==> src/tlc_pkg.sv <==
package tlc_pkg;
    // core clock rate and derived timing
    localparam int unsigned CLK_HZ          = 100_000_000;
    localparam int unsigned NS_PER_S        = 1_000_000_000;
    localparam int unsigned CLK_NS          = NS_PER_S / CLK_HZ;
    // nibble clock toward the mac: 2.5 MHz
    localparam int unsigned NIB_HZ          = 2_500_000;
    localparam int unsigned NIB_HALF_CYC    = CLK_HZ / NIB_HZ / 2;
    // bit time 100 ns, lock needs three bit times
    localparam int unsigned BIT_NS          = 100;
    localparam int unsigned LOCK_BITS       = 3;
    localparam int unsigned LOCK_CYC        = (LOCK_BITS * BIT_NS + CLK_NS - 1) / CLK_NS;
    // link pulse period 16 ms
    localparam int unsigned NLP_MS          = 16;
    localparam int unsigned NLP_CYC         = NLP_MS * (CLK_HZ / 1000);
    // link loss timeout, window 81 to 83 ms; 82 ms chosen inside it
    localparam int unsigned LOSS_MIN_MS     = 81;
    localparam int unsigned LOSS_MAX_MS     = 83;
    localparam int unsigned LOSS_MS         = (LOSS_MIN_MS + LOSS_MAX_MS) / 2;
    localparam int unsigned LOSS_CYC        = LOSS_MS * (CLK_HZ / 1000);
    // link pulses needed: more than seven
    localparam int unsigned NLP_VALID_MIN   = 7;
    // jabber and heartbeat defaults, overridable
    localparam int unsigned JAB_LIMIT_MS    = 20;
    localparam int unsigned JAB_LIMIT_CYC   = JAB_LIMIT_MS * (CLK_HZ / 1000);
    localparam int unsigned JAB_UNJAB_MS    = 500;
    localparam int unsigned JAB_UNJAB_CYC   = JAB_UNJAB_MS * (CLK_HZ / 1000);
    localparam int unsigned HB_NS           = 1000;
    localparam int unsigned HB_CYC          = HB_NS / CLK_NS;
    // control reset values
    localparam logic        SQUELCH_INH_RST = 1'h0;
    localparam logic        JABBER_INH_RST  = 1'h0;
    localparam logic        SQE_INH_RST     = 1'h0;
    // link monitor states
    typedef enum logic [1:0] {
        TLC_LNK_DOWN,
        TLC_LNK_PEND,
        TLC_LNK_UP
    } tlc_link_t;
endpackage : tlc_pkg

==> src/tlc_timer.sv <==
`timescale 1ns/1ps
`default_nettype none
// down counter that pulses once when it expires; restart reloads it
module tlc_timer #(
    parameter int unsigned COUNT = 16
) (
    input  wire logic mclk,     // core clock
    input  wire logic resetn,   // async reset, active low
    input  wire logic restart,  // reload to COUNT; counting still needs run
    input  wire logic run,      // count enable
    output logic      expired   // one-cycle pulse at end
);
    localparam int unsigned W = $clog2(COUNT + 1);
    initial
    begin
        if (COUNT < 1) $error("tlc_timer count must be at least one");
    end
    logic [W-1:0] cnt_reg;
    wire          at_end = (cnt_reg == W'(1));
    // count down, stop at zero
    always_ff @(posedge mclk or negedge resetn)
    begin
        if (!resetn)
        begin
            cnt_reg <= '0;
            expired <= 1'b0;
        end
        else
        begin
            expired <= run && !restart && at_end;
            if (restart)
                cnt_reg <= W'(COUNT);
            else if (run && cnt_reg != '0)
                cnt_reg <= cnt_reg - W'(1);
        end
    end
endmodule : tlc_timer
`default_nettype wire

==> src/tlc_link_ctrl.sv <==
`timescale 1ns/1ps
`default_nettype none
// Summary of operation
// - drive a 2.5 MHz nibble clock toward the mac
// - acquire receive clock at preamble, track it while reception lasts
// - send one link pulse every 16 ms while the mac is idle
// - keep link pulses during reception; they never raise collision
// - link status latches low until read; one only while link valid
// - squelch off: more than seven pulses or any valid data validates
// - squelch on: more than seven pulses or valid data ending with idle
// - valid link stays valid while pulses or qualifying data arrive
// - no activity for 81 to 83 ms drops link and clears status
// - data valid only after lock held three bit times
// - data on invalid link validates only after packet ends
// - up transition alone does not set latched status
// - squelch inhibit resets to zero; one disables smart squelch
// - append idle marker after each transmitted packet
// - carrier sense: half duplex node tx or rx, else rx only
// - collision: half duplex rx during tx; full duplex only jabber or heartbeat
// - jabber: raise collision, block data, send pulses, set sticky flag
// - jabber inhibit resets to zero; one disables jabber detection
// - heartbeat collision pulse after tx enable falls
// - heartbeat only node, half duplex, link valid, inhibit clear
module tlc_link_ctrl #(
    parameter int unsigned JAB_LIMIT = tlc_pkg::JAB_LIMIT_CYC,   // jabber limit, cycles
    parameter int unsigned JAB_UNJAB = tlc_pkg::JAB_UNJAB_CYC,   // unjab interval, cycles
    parameter int unsigned HB_LEN    = tlc_pkg::HB_CYC,          // heartbeat length, cycles
    parameter int unsigned NLP_PER   = tlc_pkg::NLP_CYC,         // link pulse period
    parameter int unsigned LOSS_TO   = tlc_pkg::LOSS_CYC         // link loss timeout
) (
    input  wire logic mclk,            // core clock 100 MHz
    input  wire logic resetn,          // async reset, active low
    input  wire logic tx_en,           // mac transmit enable
    input  wire logic rx_activity,     // receiver sees carrier (pin)
    input  wire logic rx_lock,         // receive pll lock (pin)
    input  wire logic rx_nlp,          // link pulse detected (pin)
    input  wire logic rx_idl,          // valid end idle detected (pin)
    input  wire logic full_duplex,     // duplex select
    input  wire logic repeater_mode,   // repeater instead of node
    input  wire logic squelch_inh,     // smart squelch inhibit
    input  wire logic jabber_inh,      // jabber detection inhibit
    input  wire logic sqe_inh,         // heartbeat inhibit
    input  wire logic status_rd,       // management read strobe
    output logic      nib_clk,         // 2.5 MHz nibble clock
    output logic      rx_clk_track,    // receive clock being tracked
    output logic      crs,             // carrier sense
    output logic      col,             // collision
    output logic      tx_gate,         // transmit data reaches line
    output logic      tx_idl,          // end idle marker pulse
    output logic      tx_nlp,          // link pulse on line
    output logic      link_valid,      // live link state
    output logic      link_stat,       // latch-low link status
    output logic      jabber_det       // latch-high jabber flag
);
    initial
    begin
        if (JAB_LIMIT < 2 || JAB_UNJAB < 2 || HB_LEN < 1 || NLP_PER < 2 || LOSS_TO < 2)
            $error("tlc_link_ctrl timing parameters too small");
    end

    // two-flop synchronisers for pin inputs
    logic [3:0] pin_s1_reg;
    logic [3:0] pin_s2_reg;
    always_ff @(posedge mclk or negedge resetn)
    begin
        if (!resetn)
        begin
            pin_s1_reg <= 4'h0;
            pin_s2_reg <= 4'h0;
        end
        else
        begin
            pin_s1_reg <= {rx_activity, rx_lock, rx_nlp, rx_idl};
            pin_s2_reg <= pin_s1_reg;
        end
    end
    wire rx_act_s  = pin_s2_reg[3];
    wire rx_lock_s = pin_s2_reg[2];
    wire rx_nlp_s  = pin_s2_reg[1];
    wire rx_idl_s  = pin_s2_reg[0];

    // nibble clock divider
    localparam int unsigned NW = $clog2(tlc_pkg::NIB_HALF_CYC + 1);
    logic [NW-1:0] nib_cnt_reg;
    wire           nib_wrap = (nib_cnt_reg == NW'(tlc_pkg::NIB_HALF_CYC - 1));
    always_ff @(posedge mclk or negedge resetn)
    begin
        if (!resetn)
        begin
            nib_cnt_reg <= '0;
            nib_clk     <= 1'b0;
        end
        else
        begin
            nib_cnt_reg <= nib_wrap ? '0 : nib_cnt_reg + NW'(1);
            if (nib_wrap)
                nib_clk <= ~nib_clk;
        end
    end

    // receive clock tracking and lock qualification
    localparam int unsigned LW = $clog2(tlc_pkg::LOCK_CYC + 1);
    logic [LW-1:0] lock_cnt_reg;
    logic          data_ok_reg;        // lock held three bit times this packet
    logic          rx_prev_reg;
    logic          idl_seen_reg;
    wire           lock_done = (lock_cnt_reg == LW'(tlc_pkg::LOCK_CYC));
    wire           pkt_end   = rx_prev_reg && !rx_act_s;
    always_ff @(posedge mclk or negedge resetn)
    begin
        if (!resetn)
        begin
            lock_cnt_reg <= '0;
            data_ok_reg  <= 1'b0;
            rx_prev_reg  <= 1'b0;
            idl_seen_reg <= 1'b0;
            rx_clk_track <= 1'b0;
        end
        else
        begin
            rx_prev_reg  <= rx_act_s;
            rx_clk_track <= rx_act_s;
            if (!rx_act_s || !rx_lock_s)
                lock_cnt_reg <= '0;
            else if (!lock_done)
                lock_cnt_reg <= lock_cnt_reg + LW'(1);
            if (!rx_act_s && !pkt_end)
                data_ok_reg <= 1'b0;
            else if (lock_done)
                data_ok_reg <= 1'b1;
            if (!rx_act_s && !pkt_end)
                idl_seen_reg <= 1'b0;
            else if (rx_idl_s)
                idl_seen_reg <= 1'b1;
        end
    end

    // qualifying data event, taken at the end of the packet
    wire data_evt = pkt_end && (data_ok_reg || lock_done)
                    && (squelch_inh || idl_seen_reg || rx_idl_s);

    // link monitor state machine
    tlc_pkg::tlc_link_t lnk_reg;
    tlc_pkg::tlc_link_t lnk_next;
    logic [3:0]         nlp_cnt_reg;
    wire                loss_exp;
    wire                nlp_enough = (nlp_cnt_reg > 4'(tlc_pkg::NLP_VALID_MIN));
    always_comb
    begin
        lnk_next = lnk_reg;
        unique case (lnk_reg)
            tlc_pkg::TLC_LNK_DOWN:
            begin
                if (nlp_enough)
                    lnk_next = tlc_pkg::TLC_LNK_UP;
                else if (rx_act_s)
                    lnk_next = tlc_pkg::TLC_LNK_PEND;
            end
            tlc_pkg::TLC_LNK_PEND:
            begin
                if (data_evt || nlp_enough)
                    lnk_next = tlc_pkg::TLC_LNK_UP;
                else if (pkt_end)
                    lnk_next = tlc_pkg::TLC_LNK_DOWN;
            end
            tlc_pkg::TLC_LNK_UP:
            begin
                if (loss_exp)
                    lnk_next = tlc_pkg::TLC_LNK_DOWN;
            end
        endcase
    end
    wire link_up_n = (lnk_next == tlc_pkg::TLC_LNK_UP);
    always_ff @(posedge mclk or negedge resetn)
    begin
        if (!resetn)
        begin
            lnk_reg     <= tlc_pkg::TLC_LNK_DOWN;
            nlp_cnt_reg <= 4'h0;
            link_valid  <= 1'b0;
        end
        else
        begin
            lnk_reg    <= lnk_next;
            link_valid <= link_up_n;
            if (lnk_next == tlc_pkg::TLC_LNK_UP || loss_exp)
                nlp_cnt_reg <= 4'h0;
            else if (rx_nlp_s && !nlp_enough)
                nlp_cnt_reg <= nlp_cnt_reg + 4'h1;
        end
    end

    // link loss timer, restarted by any pulse, qualifying data or receive activity
    wire keep_alive = rx_nlp_s || data_evt || rx_act_s;
    wire loss_run   = (lnk_reg == tlc_pkg::TLC_LNK_UP);
    tlc_timer #(.COUNT(LOSS_TO)) u_loss (
        .mclk    (mclk),
        .resetn  (resetn),
        .restart (keep_alive || !loss_run),
        .run     (loss_run),
        .expired (loss_exp)
    );

    // jabber: transmit time limit, then unjab interval
    logic  jab_active_reg;
    logic  tx_prev_reg;
    wire   jab_trip;
    wire   unjab_done;
    wire   jab_on    = !jabber_inh;
    tlc_timer #(.COUNT(JAB_LIMIT)) u_jab (
        .mclk    (mclk),
        .resetn  (resetn),
        .restart (!tx_en || jab_active_reg),
        .run     (jab_on),
        .expired (jab_trip)
    );
    tlc_timer #(.COUNT(JAB_UNJAB)) u_unjab (
        .mclk    (mclk),
        .resetn  (resetn),
        .restart (jab_trip),
        .run     (jab_active_reg),
        .expired (unjab_done)
    );

    // heartbeat after transmit enable falls
    localparam int unsigned HW = $clog2(HB_LEN + 1);
    logic [HW-1:0] hb_cnt_reg;
    wire           tx_fall = tx_prev_reg && !tx_en;
    wire           hb_ok   = !repeater_mode && !full_duplex && link_valid && !sqe_inh;
    wire           hb_on   = (hb_cnt_reg != '0);
    always_ff @(posedge mclk or negedge resetn)
    begin
        if (!resetn)
        begin
            tx_prev_reg    <= 1'b0;
            jab_active_reg <= 1'b0;
            hb_cnt_reg     <= '0;
            tx_idl         <= 1'b0;
        end
        else
        begin
            tx_prev_reg <= tx_en;
            tx_idl      <= tx_fall;
            if (jab_trip)
                jab_active_reg <= 1'b1;
            else if (unjab_done || jabber_inh)
                jab_active_reg <= 1'b0;
            if (tx_fall && hb_ok)
                hb_cnt_reg <= HW'(HB_LEN);
            else if (hb_on)
                hb_cnt_reg <= hb_cnt_reg - HW'(1);
        end
    end

    // link pulse generator: idle or jabbering; reception does not stop it
    // the reload cycle is part of the period, and the timer rests at zero until first armed
    logic nlp_arm_reg; // low only in the first cycle after reset
    wire nlp_tick;
    wire tx_data  = tx_en && !jab_active_reg;
    tlc_timer #(.COUNT(NLP_PER - 1)) u_nlp (
        .mclk    (mclk),
        .resetn  (resetn),
        .restart (tx_data || nlp_tick || !nlp_arm_reg),
        .run     (!tx_data),
        .expired (nlp_tick)
    );

    // mac-facing carrier and collision
    wire crs_next = full_duplex || repeater_mode ? rx_act_s : (rx_act_s || tx_en);
    wire col_next = jab_active_reg || hb_on
                    || (!full_duplex && tx_data && rx_act_s);
    always_ff @(posedge mclk or negedge resetn)
    begin
        if (!resetn)
        begin
            crs     <= 1'b0;
            col     <= 1'b0;
            tx_gate <= 1'b0;
            tx_nlp  <= 1'b0;
            nlp_arm_reg <= 1'b0;
        end
        else
        begin
            nlp_arm_reg <= 1'b1;
            crs     <= crs_next;
            col     <= col_next;
            tx_gate <= tx_data;
            tx_nlp  <= nlp_tick;
        end
    end

    // latching flags: read returns value, then reload from live state
    always_ff @(posedge mclk or negedge resetn)
    begin
        if (!resetn)
        begin
            link_stat  <= 1'b0;
            jabber_det <= 1'b0;
        end
        else
        begin
            if (!link_up_n)
                link_stat <= 1'b0;
            else if (status_rd)
                link_stat <= 1'b1;
            if (jab_trip || jab_active_reg)
                jabber_det <= 1'b1;
            else if (status_rd)
                jabber_det <= 1'b0;
        end
    end

    // helper: cycles for which the nibble clock has held its level
    logic          nib_seen_reg;
    logic [NW-1:0] nib_hold_reg;
    wire           nib_flip = (nib_clk != nib_seen_reg);
    always_ff @(posedge mclk or negedge resetn)
    begin
        if (!resetn)
        begin
            nib_seen_reg <= 1'b0;
            nib_hold_reg <= '0;
        end
        else
        begin
            nib_seen_reg <= nib_clk;
            nib_hold_reg <= nib_flip ? NW'(1) : nib_hold_reg + NW'(1);
        end
    end

    // checks
    chk_col_fd_quiet: assert property (@(posedge mclk) disable iff (!resetn)
        full_duplex && $stable(full_duplex) && !jab_active_reg && !hb_on |=> !col)
        else $error("collision raised in full duplex");
    chk_crs_half_tx: assert property (@(posedge mclk) disable iff (!resetn)
        !full_duplex && !repeater_mode && tx_en |=> crs)
        else $error("carrier sense missing during transmit");
    chk_loss_drop: assert property (@(posedge mclk) disable iff (!resetn)
        loss_exp |=> !link_valid && !link_stat)
        else $error("link not dropped on timeout");
    chk_stat_latch: assert property (@(posedge mclk) disable iff (!resetn)
        !link_stat && !status_rd |=> !link_stat)
        else $error("link status rose without read");
    chk_jab_block: assert property (@(posedge mclk) disable iff (!resetn)
        jab_trip |=> jab_active_reg ##1 (!tx_gate && col && jabber_det))
        else $error("jabber did not block and flag");
    chk_hb_start: assert property (@(posedge mclk) disable iff (!resetn)
        tx_fall && hb_ok |=> hb_on ##1 col)
        else $error("heartbeat missing");
    chk_hb_blocked: assert property (@(posedge mclk) disable iff (!resetn)
        tx_fall && !hb_ok && !hb_on |=> !hb_on)
        else $error("heartbeat ran while disabled");
    chk_nib_period: assert property (@(posedge mclk) disable iff (!resetn)
        nib_hold_reg <= NW'(tlc_pkg::NIB_HALF_CYC)
        && (nib_flip == (nib_hold_reg == NW'(tlc_pkg::NIB_HALF_CYC))))
        else $error("nibble clock period wrong");
    chk_pend_wait: assert property (@(posedge mclk) disable iff (!resetn)
        lnk_reg == tlc_pkg::TLC_LNK_PEND && rx_act_s && !nlp_enough |=> !link_valid)
        else $error("link validated mid packet");
    chk_tx_idl: assert property (@(posedge mclk) disable iff (!resetn)
        tx_fall |=> tx_idl)
        else $error("end idle marker missing");
    cov_link_up: cover property (@(posedge mclk) disable iff (!resetn) $rose(link_valid));
    cov_jabber: cover property (@(posedge mclk) disable iff (!resetn) jab_trip);
    cov_heartbeat: cover property (@(posedge mclk) disable iff (!resetn) $rose(hb_on));
    cov_collision: cover property (@(posedge mclk) disable iff (!resetn) tx_data && rx_act_s);
endmodule : tlc_link_ctrl
`default_nettype wire

==> config.mk <==
export PLATFORM = sky130hd
export DESIGN_NAME = tlc_link_ctrl
export DESIGN_NICKNAME = d
export VERILOG_FILES = /design/src/tlc_pkg.sv /design/src/tlc_timer.sv /design/src/tlc_link_ctrl.sv
export SDC_FILE = /design/constraint.sdc
export NUM_CORES = 1
export LEC_CHECK = 0
export BUFFER_PORTS_ARGS = -buffer_cell sky130_fd_sc_hd__buf_4
export CORE_MARGIN = 1
export CORE_UTILIZATION = 25
export CTS_CLUSTER_SIZE = 8
export DETAILED_ROUTE_END_ITERATION = 7
export HOLD_SLACK_MARGIN = 0.12
export PLACE_DENSITY = 0.51
export SYNTH_ARGS = -nofsm -noshare
export SYNTH_HDL_FRONTEND = slang
export SYNTH_HIERARCHICAL = 1
export SYNTH_SLANG_ARGS = --single-unit
==> constraint.sdc <==
create_clock -name mclk -period 2.1 [get_ports mclk]
set_clock_uncertainty 0.05 [all_clocks]
set_input_delay 0.42 -clock mclk [delete_from_list [all_inputs] [get_ports mclk]]
set_output_delay 0.42 -clock mclk [all_outputs]
set_load 0.02 [all_outputs]
==> results by group <==
Outcome
  – Status: finished, violations left
  – Failing checks: negative setup slack

GRT
  – GR Layer Usage met1: 0.150
  – Global Route met2 Usage: 0.184
  – Met3 usage: 0.0266
  – Layer with the highest usage: met2
  – Overflow after GRT: 0
  – Largest net degree at the start of global routing: 53
  – Gr usage total: 0.114
  – Initial antenna violation count: 0
  – First-pass GRT wire length: 29400 um
  – Vias in the first global route: 6055

Worst setup path
  – Worst r2r dst: u_unjab/cnt_reg[25]
  – Crit Path Class: flip-flop to flip-flop
  – Worst Setup Start Kind: flip-flop
  – Worst path depth: 5
  – Worst path arrival time: 2.51 ns
  – CP Max Fanout: 4
  – Cells along the critical path: or4_4 > or3_4 > or2_0 > or4b_1 > nand3_1
  – CP max stage delay: 0.55 ns
  – Crit. End Element: flip-flop
  – Worst Path Buf+Inv: 0
  – R2r startpoint: u_unjab/cnt_reg[20]
  – Required time of the critical path: 2.40 ns
  – R2r worst-path depth: 5
  – R2r setup slk: -0.11 ns
  – CP delay by family, top: simple AND/OR/NAND/NOR gates
  – Slowest CP cell: or4_4

Pwr
  – Sw frac: 0.268
  – Switching power total: 1.88 mW
  – Leak: 4.13 nW
  – Clock Power Share: 0.467
  – P_int: 5.14 mW
  – Power share of the combinational group: 0.111
  – Maximum vdd drop: 0.428 mV
  – Seq pwr share: 0.422
  – PwrDens: 702 nW/um^2

Die
  – Starting Density: 0.254
  – Die X: 179 um
  – Row count: 64
  – Core area: 30700 um^2
  – Ports: 23
  – Die height: 179 um
  – Full die area: 31900 um^2

Synth
  – Netlist cell types: 92
  – Synthesis Warnings: 6
  – Sequential share of the synthesized area: 0.453
  – Syn Inst Count: 761
  – Ys flop type: dfrtp_1
  – Number of synthesized register bits: 141
  – Number of synthesized flops with an enable pin: 0
  – Post-synth ARST share: 1.00
  – Syn_nets: 791
  – Synth Cell Area: 7790 um^2
  – Mean Syn Cell Area: 10.2 um^2

Detailed routing
  – Routed WL: 17300 um
  – DRC violations left: 0
  – Drt wl/cell: 13.5 um
  – Via-to-Cell Ratio: 4.76
  – Drt pass-1 iters: 4
  – Total vias in the final route: 6122
  – Antenna Violating Nets Remaining: 0
  – Initial drt markers: 279

Timing
  – RSZ-0062 raised after global routing: true
  – Setup tns final: -0.150 ns
  – Final min period: 2.21 ns
  – Final Setup Violations: 6
  – Final period utilization: 1.05
  – Final Hold Fails: 0
  – FMAX: 452 MHz
  – Fin worst setup slack: -0.110 ns
  – Max Slew Vio Count: 0

Clock network
  – Clock-pin slew on the worst setup and hold paths: 0.06 ns
  – TritonCTS buffer count: 17
  – Longest Clk Path Bufs: 2
  – CTS root buf: clkbuf_16
  – CTS H-tree depth: 4
  – Worst-skew pair later-pin latency: 0.43 ns
  – Clk sinks: 141
  – TritonCTS clock tree: yes

Cells and area
  – Register area: 3530 um^2
  – Final #Nets: 906
  – P&R area growth vs syn: 28.4%
  – Area occupied by multi-input gates: 4160 um^2
  – Largest register FFs: 26
  – Layout cell share with drive strength beyond 1: 0.269
  – Diode count: 0
  – Final Cell Area: 10000 um^2
  – # fillers: 3078

Worst hold path
  – Hold Path End: tx_idl
  – Worst min-delay path class: input port to flip-flop
  – Hold Path Origin: tx_en
  – Hold Path Depth: 2

Flow run
  – Max Cap Viol: 0

Place
  – RD Place Congestion: 0.763
  – IO Port Bufs: 22
  – Placed instance area: 9040 um^2
  – DP HPWL: 11500 um
[through the flow]
stage	hold WS, ns	worst slack, ns	util	power, mW	std cells
floorplan	0.0744	-0.0619	-	3.47	761
global placement	0.284	-0.0819	0.295	3.72	1237
detailed placement	0.285	-0.0869	0.295	3.74	1237
CTS	0.127	-0.102	0.318	7.09	1276
global route	0.127	-0.147	0.326	7.37	1285
finish	0.148	-0.110	0.326	7.02	1285
[metal layers]
layer	vias up	share of wire
met5	-	0
met4	0	0.0094
met3	13	0.028
met2	80	0.47
met1	3017	0.49
li1	3012	-
[power groups by stage]
stage                     combinational, mW  sequential (mW)  clock (mW)
after floorplan                       0.468             3.00           0
final                                 0.779             2.96        3.28
after global placement                0.716             3.01           0
after detailed placement              0.725             3.01           0
after global routing                  0.882             2.98        3.51
after CTS                             0.742             2.96        3.38
[layout make-up]
class,count,area share
multi-input cells,561,0.416
flip-flops and latches,141,0.353
repair buffers,126,0.107
well taps,396,0.0495
clock buffers,17,0.0425
clock inverters,15,0.0218
inverters,29,0.0109
[cells in the mapped netlist (7+ instances only)]
library cell,instances,share of area
xnor2_1,14,0.016
mux2_1,7,0.010
nor3_1,20,0.013
a21oi_1,27,0.017
inv_1,26,0.013
clkbuf_1,20,0.0096
dfrtp_1,141,0.45
or4_1,14,0.013
nand4_1,12,0.0096
o31ai_1,16,0.015
a211oi_1,12,0.012
nand3b_1,7,0.0067
ha_1,17,0.027
nor4_1,19,0.015
o21ai_0,19,0.012
nand2b_1,13,0.010
nor2_1,94,0.045
nor4_4,7,0.019
nor2b_1,29,0.023
nand3_1,22,0.014
nand2_1,27,0.013
mux2i_1,19,0.024
or3_1,11,0.0088
xor2_1,23,0.026
o211ai_1,8,0.0077
[logic make-up (layout without fill, tap and decap cells)]
| logic type | count (synthesis) | in the layout | synth area share |
|---|---|---|---|
| and+or+nand+nor | 342 | 342 | 0.274 |
| DFF | 141 | 141 | 0.453 |
| AOI/OAI and AO/OA | 136 | 136 | 0.132 |
| buffers and inverters | 59 | 187 | 0.0343 |
| xor gates and xnor gates | 37 | 37 | 0.0416 |
| muxes | 28 | 28 | 0.0374 |
| adders and majority gates | 17 | 17 | 0.0273 |
| other | 1 | 1 | 0.000481 |
[worst max path at each step]
stage | to | slack, ns | from
floorplan | u_unjab/cnt_reg[25] | -0.06 | u_unjab/cnt_reg[20]
global placement | u_unjab/cnt_reg[25] | -0.08 | u_unjab/cnt_reg[20]
detailed placement | u_unjab/cnt_reg[25] | -0.09 | u_unjab/cnt_reg[20]
CTS | u_unjab/cnt_reg[25] | -0.10 | u_unjab/cnt_reg[20]
global route | u_unjab/cnt_reg[25] | -0.15 | u_unjab/cnt_reg[20]
finish | u_unjab/cnt_reg[25] | -0.11 | u_unjab/cnt_reg[20]
[worst reg2reg max path: stages (launching register included)]
cell and delay, ns:
dfrtp_1 0.37, or4_4 0.55, or3_4 0.34, or2_0 0.22
or4b_1 0.51, nand3_1 0.10
[layout by cell type, fill, tap and decap left out, types with 17 or more instances in the layout]
cell / Yosys / layout
dfrtp_1: 141 / 140
buf_4: 1 / 107
nor2_1: 94 / 94
nor2b_1: 29 / 29
nand2_1: 27 / 27
a21oi_1: 27 / 23
xor2_1: 23 / 23
inv_1: 26 / 22
nand3_1: 22 / 22
mux2i_1: 19 / 19
o21ai_0: 19 / 18
nor3_1: 20 / 18
clkbuf_16: 0 / 18
nor4_1: 19 / 17
[repair_timing]
item | CTS | global route
buffers inserted | 1 | 7
pin swaps | 1 | 11
hold buffers | 6 | 0
resized for setup | 2 | 43
endpoints found under the hold margin | 45 | 0
gates cloned | 0 | 2
setup endpoints to repair | 5 | 41
Note: power is estimated with default switching activity, not from simulation.
